$ cat config.mk
export PLATFORM = sky130hd
export DESIGN_NAME = cwgr_regs
export DESIGN_NICKNAME = d
export VERILOG_FILES = /design/src/cwgr_pkg.sv /design/src/cwgr_regs.sv
export VERILOG_INCLUDE_DIRS = /design/src
export SDC_FILE = /design/constraint.sdc
export NUM_CORES = 1
export LEC_CHECK = 0
export ABC_AREA = 1
export BUFFER_PORTS_ARGS = -buffer_cell sky130_fd_sc_hd__buf_2
export CAP_MARGIN = 40
export CORE_MARGIN = 2
export CORE_UTILIZATION = 54
export CTS_CLUSTER_DIAMETER = 40
export CTS_CLUSTER_SIZE = 28
export DETAILED_ROUTE_END_ITERATION = 10
export HOLD_SLACK_MARGIN = 0.12
export PLACE_DENSITY = 0.79
export SYNTH_ARGS = -nofsm -noshare
export SYNTH_HDL_FRONTEND = slang
export SYNTH_SLANG_ARGS = --single-unit
$ cat constraint.sdc
create_clock -name pclk -period 1.7 [get_ports pclk]
set_input_delay 0.085 -clock pclk [delete_from_list [all_inputs] [get_ports pclk]]
set_output_delay 0.085 -clock pclk [all_outputs]
set_load 0.005 [all_outputs]
$ cat src/cwgr_params.svh
// Offsets, field positions, reset values and codes of the waveform control registers
// What this block does
// - Per-output polarity bit inverts outputs A to D
// - Control bit 5 reads live data input
// - Clock select: system clock or fast oscillator
// - Four-bit field selects the waveform source
// - Steer enable drives polarity-adjusted data waveform
// - Steer disabled drives the override data bit
// - Steering bits act only in modes 00x
// - Steer enables double-buffered in synchronous steering
// - Shutdown bit shows shutdown, hardware and software set
// - Software may force shutdown while disabled
// - Hold shutdown until next data rising edge
// - Two-bit level field for outputs B, D
// - Two-bit level field for outputs A, C
// - Five enables gate the shutdown sources
// - Rising dead band delays N system clocks, or N-1 to N fast oscillator periods
// - Zero dead-band count bypasses the delay
// - Unimplemented bits read zero, ignore writes
// - Active-low sources force override levels three clocks after the synchroniser
// - Active source keeps shutdown; software cannot clear
// - Auto-restart clears shutdown when sources gone
// - Every shutdown event raises the interrupt flag
`ifndef CWGR_PARAMS_SVH
`define CWGR_PARAMS_SVH
`define CWGR_OFF_POL 8'h00
`define CWGR_OFF_CLK 8'h04
`define CWGR_OFF_SRC 8'h08
`define CWGR_OFF_STEER 8'h0C
`define CWGR_OFF_SDC 8'h10
`define CWGR_OFF_SDE 8'h14
`define CWGR_OFF_DBR 8'h18
`define CWGR_OFF_CTRL 8'h1C
`define CWGR_IN_BIT 5
`define CWGR_SD_BIT 7
`define CWGR_REN_BIT 6
`define CWGR_EN_BIT 7
`define CWGR_NUM_SRC 4'hE
`define CWGR_LVL_RESET 2'h1
`define CWGR_LVL_HIGH 2'h3
`define CWGR_LVL_LOW 2'h2
`define CWGR_LVL_TRI 2'h1
`define CWGR_LVL_INACT 2'h0
`endif

$ cat src/cwgr_pkg.sv
// Types of the waveform control block
package cwgr_pkg;
  typedef enum logic [2:0] {
    CWGR_MODE_ASYNC = 3'h0,
    CWGR_MODE_SYNC = 3'h1,
    CWGR_MODE_FWD = 3'h2,
    CWGR_MODE_REV = 3'h3,
    CWGR_MODE_HALF = 3'h4,
    CWGR_MODE_PP = 3'h5
  } cwgr_mode_t;

  // Bit i of the packed value is the source of select code i
  typedef struct packed {
    logic [3:0] logic_cell;
    logic numeric_oscillator_1;
    logic [1:0] modulator;
    logic [3:0] capture_compare_unit;
    logic comparator2_result;
    logic comparator1_result;
    logic remapped_pin_input;
  } cwgr_src_t;

  typedef struct packed {
    logic [3:0] val;
    logic [3:0] oe;
  } cwgr_wave_t;

  typedef struct packed {
    logic en;
    logic [2:0] mode;
    logic [3:0] pol;
    logic cs;
    logic [3:0] dsel;
    logic [3:0] ovr;
    logic [3:0] steer;
    logic [3:0] steer_eff;
    logic shutdown;
    logic ren;
    logic [1:0] lvl_bd;
    logic [1:0] lvl_ac;
    logic [4:0] sde;
    logic [5:0] rising_deadband;
    logic [13:0] s1;
    logic [13:0] s2;
    logic osc1;
    logic osc2;
    logic osc3;
    logic data_prev;
    logic hold;
    logic [5:0] db_cnt;
    logic db_busy;
    logic db_wave;
    cwgr_wave_t wave;
    logic irq;
    logic pready;
    logic pslverr;
    logic [31:0] prdata;
  } cwgr_state_t;
endpackage

$ cat src/cwgr_regs.sv
// Register-controlled waveform steering, polarity, dead band and auto-shutdown
`timescale 1ns/1ps
`include "cwgr_params.svh"
module cwgr_regs (
  // Clock and reset
  input wire logic pclk,
  input wire logic presetn,
  // APB slave
  input wire logic psel,
  input wire logic penable,
  input wire logic pwrite,
  input wire logic [7:0] paddr,
  input wire logic [31:0] pwdata,
  output logic [31:0] prdata,
  output logic pready,
  output logic pslverr,
  // Waveform sources and fast oscillator
  input wire cwgr_pkg::cwgr_src_t src_in,
  input wire logic fast_internal_osc,
  // Outputs to the power stage
  output cwgr_pkg::cwgr_wave_t wave_out,
  output logic shutdown_irq_flag
);

  cwgr_pkg::cwgr_state_t s;
  cwgr_pkg::cwgr_state_t s_next;
  logic data_in;
  logic data_rise;
  logic tick;
  logic sd_hw;
  logic acc;
  logic wr;
  logic wr_sd;
  logic [3:0] steer_use;
  logic [4:0] sd_src;

  ////////////////////////////////////////////////////////////////////////////
  // Level forced by a shutdown code: {oe, value}
  function automatic logic [1:0] lvl_out(input logic [1:0] code, input logic pol);
    case (code)
      `CWGR_LVL_HIGH: lvl_out = 2'h3;
      `CWGR_LVL_LOW: lvl_out = 2'h2;
      `CWGR_LVL_TRI: lvl_out = 2'h0;
      default: lvl_out = {1'b1, pol};
    endcase
  endfunction

  ////////////////////////////////////////////////////////////////////////////
  // Decoded conditions
  assign data_in = (s.dsel < `CWGR_NUM_SRC) ? s.s2[s.dsel] : 1'b0;
  assign data_rise = data_in & ~s.data_prev;
  assign tick = s.cs ? (s.osc2 & ~s.osc3) : 1'b1;
  assign sd_src = {s.s2[13], s.s2[11], s.s2[2], s.s2[1], s.s2[0]};
  assign sd_hw = |(s.sde & ~sd_src);
  assign acc = psel & penable & s.pready;
  assign wr = acc & pwrite;
  assign wr_sd = wr && (paddr == `CWGR_OFF_SDC);
  assign steer_use = (s.mode == cwgr_pkg::CWGR_MODE_SYNC) ? s.steer_eff : s.steer;

  ////////////////////////////////////////////////////////////////////////////
  // Next state
  always_comb begin
    logic [1:0] lv;
    lv = 2'h0;
    s_next = s;
    // Synchronisers
    s_next.s1 = src_in;
    s_next.s2 = s.s1;
    s_next.osc1 = fast_internal_osc;
    s_next.osc2 = s.osc1;
    s_next.osc3 = s.osc2;
    s_next.data_prev = data_in;
    // APB: one wait state, then answer
    s_next.pready = psel & penable & ~s.pready;
    s_next.pslverr = 1'b0;
    if (psel & penable & ~s.pready) begin
      s_next.prdata = 32'h0;
      case (paddr)
        `CWGR_OFF_POL: s_next.prdata = {26'h0, data_in, 1'b0, s.pol};
        `CWGR_OFF_CLK: s_next.prdata = {31'h0, s.cs};
        `CWGR_OFF_SRC: s_next.prdata = {28'h0, s.dsel};
        `CWGR_OFF_STEER: s_next.prdata = {24'h0, s.ovr, s.steer};
        `CWGR_OFF_SDC: s_next.prdata = {24'h0, s.shutdown, s.ren, s.lvl_bd, s.lvl_ac, 2'h0};
        `CWGR_OFF_SDE: s_next.prdata = {27'h0, s.sde};
        `CWGR_OFF_DBR: s_next.prdata = {26'h0, s.rising_deadband};
        `CWGR_OFF_CTRL: s_next.prdata = {24'h0, s.en, 4'h0, s.mode};
        default: s_next.pslverr = 1'b1;
      endcase
    end
    // Register writes; unimplemented bits dropped
    if (wr) begin
      case (paddr)
        `CWGR_OFF_POL: s_next.pol = pwdata[3:0];
        `CWGR_OFF_CLK: s_next.cs = pwdata[0];
        `CWGR_OFF_SRC: s_next.dsel = pwdata[3:0];
        `CWGR_OFF_STEER: begin
          s_next.ovr = pwdata[7:4];
          s_next.steer = pwdata[3:0];
        end
        `CWGR_OFF_SDC: begin
          s_next.ren = pwdata[`CWGR_REN_BIT];
          s_next.lvl_bd = pwdata[5:4];
          s_next.lvl_ac = pwdata[3:2];
        end
        `CWGR_OFF_SDE: s_next.sde = pwdata[4:0];
        `CWGR_OFF_DBR: s_next.rising_deadband = pwdata[5:0];
        `CWGR_OFF_CTRL: begin
          s_next.en = pwdata[`CWGR_EN_BIT];
          s_next.mode = pwdata[2:0];
        end
        default: ;
      endcase
    end
    // Shutdown status: auto clear, then software, then hardware set wins
    if (s.shutdown && s.ren && !sd_hw) begin
      s_next.shutdown = 1'b0;
    end
    if (wr_sd) begin
      s_next.shutdown = pwdata[`CWGR_SD_BIT];
    end
    if (sd_hw) begin
      s_next.shutdown = 1'b1;
    end
    s_next.irq = s_next.shutdown & ~s.shutdown;
    // Outputs stay forced until a data rising edge after the clear
    if (s.shutdown) begin
      s_next.hold = 1'b1;
    end else if (data_rise) begin
      s_next.hold = 1'b0;
    end
    // Synchronous steering loads on the data rising edge
    if (s.mode != cwgr_pkg::CWGR_MODE_SYNC || data_rise) begin
      s_next.steer_eff = s.steer;
    end
    // Rising dead band
    if (!data_in) begin
      s_next.db_wave = 1'b0;
      s_next.db_busy = 1'b0;
    end else if (data_rise) begin
      if (s.rising_deadband == 6'h0) begin
        s_next.db_wave = 1'b1;
      end else begin
        s_next.db_busy = 1'b1;
        s_next.db_cnt = s.rising_deadband;
      end
    end else if (s.db_busy && tick) begin
      if (s.db_cnt == 6'h1) begin
        s_next.db_busy = 1'b0;
        s_next.db_wave = 1'b1;
      end else begin
        s_next.db_cnt = s.db_cnt - 6'h1;
      end
    end
    // Output drive
    for (int i = 0; i < 4; i++) begin
      if (s.hold) begin
        lv = lvl_out(i[0] ? s.lvl_bd : s.lvl_ac, s.pol[i]);
        s_next.wave.oe[i] = lv[1];
        s_next.wave.val[i] = lv[0];
      end else if (!s.en) begin
        s_next.wave.oe[i] = 1'b1;
        s_next.wave.val[i] = s.pol[i];
      end else if (s.mode[2:1] == 2'h0) begin
        s_next.wave.oe[i] = 1'b1;
        s_next.wave.val[i] = steer_use[i] ? (s.db_wave ^ s.pol[i]) : s.ovr[i];
      end else begin
        s_next.wave.oe[i] = 1'b1;
        s_next.wave.val[i] = s.db_wave ^ s.pol[i];
      end
    end
  end

  ////////////////////////////////////////////////////////////////////////////
  // State register
  always_ff @(posedge pclk or negedge presetn) begin
    if (!presetn) begin
      s <= '0;
      s.lvl_bd <= `CWGR_LVL_RESET;
      s.lvl_ac <= `CWGR_LVL_RESET;
      s.hold <= 1'b1;
    end else begin
      s <= s_next;
    end
  end

  assign prdata = s.prdata;
  assign pready = s.pready;
  assign pslverr = s.pslverr;
  assign wave_out = s.wave;
  assign shutdown_irq_flag = s.irq;
endmodule // cwgr_regs

# After elaboration in Yosys (flattened, before gate mapping)
# Index checks and enable logic that the tools add are counted.
[op_classes] muxes=44 n_lt_le_gt_ge=2 n_eq_ne=22 bitwise_logic=17 addsub=1 n_reduce_logical=24
[op_table] op="8-bit one-hot mux with 8 select lines" n=1
[op_table] op="33-bit two-way mux" n=1
[op_table] op="8-bit by 5-bit equality test with 1-bit output, second input constant" n=4
[op_table] op="1-bit two-way mux" n=30
[op_table] op="2-bit one-hot mux with 3 select lines" n=4
[op_table] op="8-bit by 4-bit equality test with 1-bit output, second input constant" n=2
[op_table] op="8-bit two-way mux" n=2
[op_table] op="2-bit AND reduction" n=8
[op_table] op="3-bit by 1-bit != test with 1-bit output, second input constant" n=3
[op_table] op="2-bit equality test, second input constant" n=4
[op_table] op="8-bit by 3-bit equality test with 1-bit output, second input constant" n=1
[op_table] op="8-bit logical NOT" n=1
[op_table] op="8-bit OR reduction" n=1
[op_table] op="1-bit AND" n=7
[op_table] op="7-bit two-way mux" n=1
[op_table] op="6-bit by 1-bit equality test with 1-bit output, second input constant" n=1
[op_table] op="6-bit logical NOT" n=1
[op_table] op="6-bit two-way mux" n=1
[op_table] op="3-bit AND reduction" n=2
[op_table] op="6-bit by 1-bit subtractor with 6-bit output, second input constant" n=1
[op_table] op="5-bit AND" n=1
[op_table] op="4-bit by 5-bit < comparator with 1-bit output, second input constant" n=1
[op_table] op="5-bit NOT" n=1
[op_table] op="5-bit OR reduction" n=1
[op_table] op="17 further kinds" n=30
[word_totals] elab_cells=140 inputBits=60 output_inout_bits=43 reg_bits=126

# Longest topological paths before layout
[depth] depth_word=9 mapped_depth=15 mapped_depth_nobuf=13

# Worst setup path after synthesis
# No wires, ideal clock.
[synth_path] path_kind="reg2reg" from="register s[113] (netlist bit)" to="register s[43] (netlist bit)" path_buffers=2 arrival_ps=1345 period_less_slack_ps=1462 path_stages_with_launch=12 setup_slack_ps=238 setup_time_ps=117 required_time_ps=1583 path_cell_list="dfrtp_1 -> buf_6 -> or2_0 -> nand3_1 -> nand3_1 -> nand3_2 -> nand2_4 -> buf_6 -> nand3_1 -> nand2_1 -> nand2_1 -> nand2_1"
[synth_between] elab_chain_cells=6 word_cells_on_any_way=11 cone_classes="order compare (1); eq/ne (3); mux (5); bitwise (1); reduce/logical (1)"
[synth_lines] element="start: declaration" line_no="cwgr_regs.sv:25" text="cwgr_pkg::cwgr_state_t s;"
[synth_lines] element="start signal: assignment" line_no="cwgr_regs.sv:182" text="s <= s_next;"
[synth_lines] element="1-bit binary-select mux with 4-bit select" line_no="cwgr_regs.sv:50" text="assign data_in = (s.dsel < `CWGR_NUM_SRC) ? s.s2[s.dsel] : 1'b0;"
[synth_lines] element="1-bit two-way mux (not written as such)" line_no="cwgr_regs.sv:50"
[synth_lines] element="1-bit two-way mux *" line_no="cwgr_regs.sv:50"
[synth_lines] element="named net data_in" line_no="cwgr_regs.sv:27" text="logic data_in;"
[synth_lines] element="1-bit AND" line_no="cwgr_regs.sv:51" text="assign data_rise = data_in & ~s.data_prev;"
[synth_lines] element="3-bit by 2-bit != test with 1-bit output (no source line) (tied with other cells)"
[synth_lines] element="3-bit AND reduction (no source line) or 2-bit two-way mux (tied branches)"
# The timed path passes the listed nets; every way through them passes the cells marked *. The select of a mux whose other input is x is not followed.
# A chain may end at the register's enable or synchronous reset.

# Worst setup path after layout
[layout_path] from="register s[113] (netlist bit)" to="register s[46] (netlist bit)"
[layout_between] elab_chain_cells=6 word_cells_on_any_way=10 cone_classes="order compare (1); eq/ne (2); mux (4); bitwise (1); reduce/logical (2)"
[layout_lines] element="1-bit binary-select mux with 4-bit select" line_no="cwgr_regs.sv:50"
[layout_lines] element="1-bit two-way mux (not written as such)" line_no="cwgr_regs.sv:50"
[layout_lines] element="1-bit two-way mux *" line_no="cwgr_regs.sv:50"
[layout_lines] element="1-bit AND" line_no="cwgr_regs.sv:51"
[layout_lines] element="2-bit != test (no source line) or 2-bit nonzero test (tied branches)"
[layout_lines] element="4-bit AND reduction (no source line)"
# Mark *: on every way between the ends. The rest lies on a longest branch, timed or not. The select of a mux whose other input is x is not followed.

==> results.sh <==
export IMPL_met3_length_um=627
export IMPL_synth_seq_cells=100
export IMPL_utilization=0.6686
export IMPL_dpl_cell_area_mm2=0.004888
export IMPL_cp_cell_sequence="buf_6 > nand2_4 > nand3_2 > nand2_1 > nand2_1 > nand2_1 > nand2_2 > nand2_8 > buf_6 > nand3_2 > nand2_2 > nand2_2 > nand2_2"
export IMPL_crit_path_max_fanout=8
export IMPL_outcome="complete, no violations"
export IMPL_die_h_um=97.03
export IMPL_slew_headroom=0.5978
export IMPL_cts_sinks=100
export IMPL_max_freq_mhz=589.9
export IMPL_setup_viol=0
export IMPL_r2r_end="s[46]"
export IMPL_postLayoutCellArea_mm2=0.005549
export IMPL_ys_types=40
export IMPL_ant_nets=0
export IMPL_yosysWarnings=0
export IMPL_muxShareOfSynthArea=0
export IMPL_crit_required_ps=2020
export IMPL_tightest_slew_ps=599.6
export IMPL_viasPerCell=5.310
export IMPL_portBuffers=54
export IMPL_grt_max_degree=38
export IMPL_synth_async_reset_ratio=1.000
export IMPL_synth_top_family_by_area="simple AND/OR/NAND/NOR gates"
export IMPL_avgSynthCellArea_um2=8.686
export IMPL_fillers=654
export IMPL_swShare=0.2773
export IMPL_power_frac_seq=0.558
export IMPL_synth_edf_count=0
export IMPL_dr_wl_met2_mm=5.671
export IMPL_cts_inserted_buffers=9
export IMPL_holdPathEnd="s[119]"
export IMPL_layout_common_cells="148 x nand2_1, 96 x dfrtp_1, 53 x buf_2, 52 x inv_1, 50 x o21ai_0"
export IMPL_synth_top_area_frac=0.5194
export IMPL_p_per_area_mw_per_mm2=808.9
export IMPL_area_growth_pct=18.74
export IMPL_dp_hpwl_mm=7.551
export IMPL_maxSlewViolCount=0
export IMPL_drt_met1_wl_mm=4.777
export IMPL_rsz0062_at_grt="yes"
export IMPL_critPathKind="register to register"
export IMPL_grtUsageTotal=0.2396
export IMPL_cp_end_kind="register"
export IMPL_drive_above_1_share=0.1904
export IMPL_diodes=0
export IMPL_synth_simple_area_share=0.2195
export IMPL_fin_crit_ps=1695
export IMPL_core_area_mm2=0.008299
export IMPL_synthCells=538
export IMPL_power_frac_comb=0.108
export IMPL_die_w_um=97.03
export IMPL_p_sw_mw=1.245
export IMPL_final_period_utilization=0.9972
export IMPL_cts_tree="yes"
export IMPL_slowest_delay_ps=490
export IMPL_routabilityCongestion=0.9094
export IMPL_clk_latency_ps=370
export IMPL_htree_num_levels=3
export IMPL_yosysSeqAreaShare=0.5363
export IMPL_reg2regPathDepth=13
export IMPL_top_layer="met4"
export IMPL_p_int_mw=3.244
export IMPL_vias=3876
export IMPL_instances_no_fill=730
export IMPL_layout_nets=682
export IMPL_crit_top_cell="nand2_2"
export IMPL_synth_top_cells_by_area="dfrtp_1 52%, nand2_1 13%, buf_4 6.4%"
export IMPL_grt_overflow=0
export IMPL_grt_pass1_wl_mm=18.07
export IMPL_synthAdderAreaFrac=0.005355
export IMPL_p_clk_frac=0.334
export IMPL_hold_start="pwdata[1]"
export IMPL_finalClockSkew_ps=16.25
export IMPL_dp_cells=679
export IMPL_mostFrequentLayoutCell="nand2_1"
export IMPL_r2r_setup_slack_ps=5
export IMPL_die_area_mm2=0.009414
export IMPL_clockBufferDepth=2
export IMPL_antenna_found_initial=0
export IMPL_drc=0
export IMPL_holdCritPathClass="input port to register"
export IMPL_max_cap_violations=0
export IMPL_peakVddDrop_mv=0.6011
export IMPL_cellLeakagePower_nw=2.798
export IMPL_drt_pass1_iter_count=7
export IMPL_grt_pass1_vias=3756
export IMPL_ios=103
export IMPL_start_kind="register"
export IMPL_ys_flop_type="dfrtp_1"
export IMPL_clk_pin_slew_ps=110
export IMPL_ctsRootBufferMaster="clkbuf_8"
export IMPL_wl_mm=11.22
export IMPL_synth_xor_xnor_area_share=0.01499
export IMPL_hold_viol_final=0
export IMPL_hold_depth=3
export IMPL_wire_per_inst_um=15.37
export IMPL_syn_area_mm2=0.004673
export IMPL_r2r_start="s[113]"
export IMPL_yosysTopAreaCell="dfrtp_1"
export IMPL_crit_path_top_delay_cell="dfrtp_2"
export IMPL_rows=33
export IMPL_cp_arrival_ps=2010
export IMPL_drtIter0Drc=265
export IMPL_start_util=0.5631
export IMPL_synth_compound_area_frac=0.09960
through the flow:
stage	hold slack, ps	setup WS (ps)	TNS, ps	total power, mW
floorplan	-210.6	238.2	0	2.816
global placement	-13.47	30.28	0	2.917
detailed placement	-8.032	-50.51	-242.8	2.935
CTS	127.7	32.61	0	4.467
global route	164.0	-95.37	-709.2	4.671
finish	138.6	4.749	0	4.489
kinds of logic after synthesis:
| kind of cell | after synthesis |
|---|---|
| AND/OR/NAND/NOR | 236 |
| buffers and inverters | 106 |
| flip-flops | 100 |
| AO/OA/AOI/OAI | 85 |
| XOR/XNOR | 8 |
| adder cells (fa/ha/maj) | 2 |
| other | 1 |
routing by layer:
metal | GRT usage | vias up
li1 | - | 1824
met1 | 0.3161 | 1867
met4 | 0.05742 | 0
met5 | 0 | -
met3 | 0.04913 | 14
met2 | 0.4087 | 171
Yosys cell counts, drive strengths merged, types with 2 or more instances:
master	n
clkinv	3
xor2	2
nand2	162
nor2	17
nor4	2
a22oi	4
buf	46
o22ai	2
o2bb2ai	2
nor3	5
o21ai	52
inv	54
dfrtp	97
nand4	3
dfstp	3
xnor2	6
o211ai	2
nand3	44
a21oi	19
clkbuf	3
ha	2
cell type report:
type	instances	area, µm²	share of cell area
well taps	105	131.4	0.02368
flip-flops and latches	100	2507	0.4519
clock inverters	7	78.83	0.01421
repair buffers	95	690.7	0.1245
clock buffers	9	123.9	0.02232
multi-input cells	357	1800	0.3245
inverters	57	216.5	0.03901
worst max-delay path by stage:
stage,end,depth (start not counted),startpoint
3_3_place_gp,s[50],12,s[113]
2_1_floorplan,s[43],11,s[113]
3_5_place_dp,s[49],12,s[113]
6_report,s[46],13,s[113]
4_1_cts,s[49],9,s[113]
5_1_grt,s[49],12,s[113]
critical path: cells and delay by family, from the launching register on:
kind	cells	cell delay, ps
flip-flops	1	490
buffers and inverters	2	310
AND/OR/NAND/NOR	11	830
state kept, by name (all words and copies together) (netlist names):
signal	count
s	83
prdata	8
wave_out	6
pready	1
pslverr	1
shutdown_irq_flag	1
power by group through the flow:
stage,Sequential [mW],Clock [mW],Combinational (mW)
after global routing,2.51,1.61,0.541
after global placement,2.55,0,0.371
final,2.51,1.50,0.484
after floorplan,2.53,0,0.285
after detailed placement,2.55,0,0.386
after CTS,2.50,1.53,0.436
repair_timing:
| action | CTS | global route |
|---|---|---|
| resized for setup | 2 | 31 |
| gates cloned | 0 | 2 |
| hold endpoints to repair | 133 | 0 |
| endpoints found under the setup margin | 7 | 29 |
| hold buffers | 27 | 0 |
| pin swaps | 0 | 15 |
| buffers inserted | 0 | 6 |
Note: power is estimated with default switching activity, not from simulation.
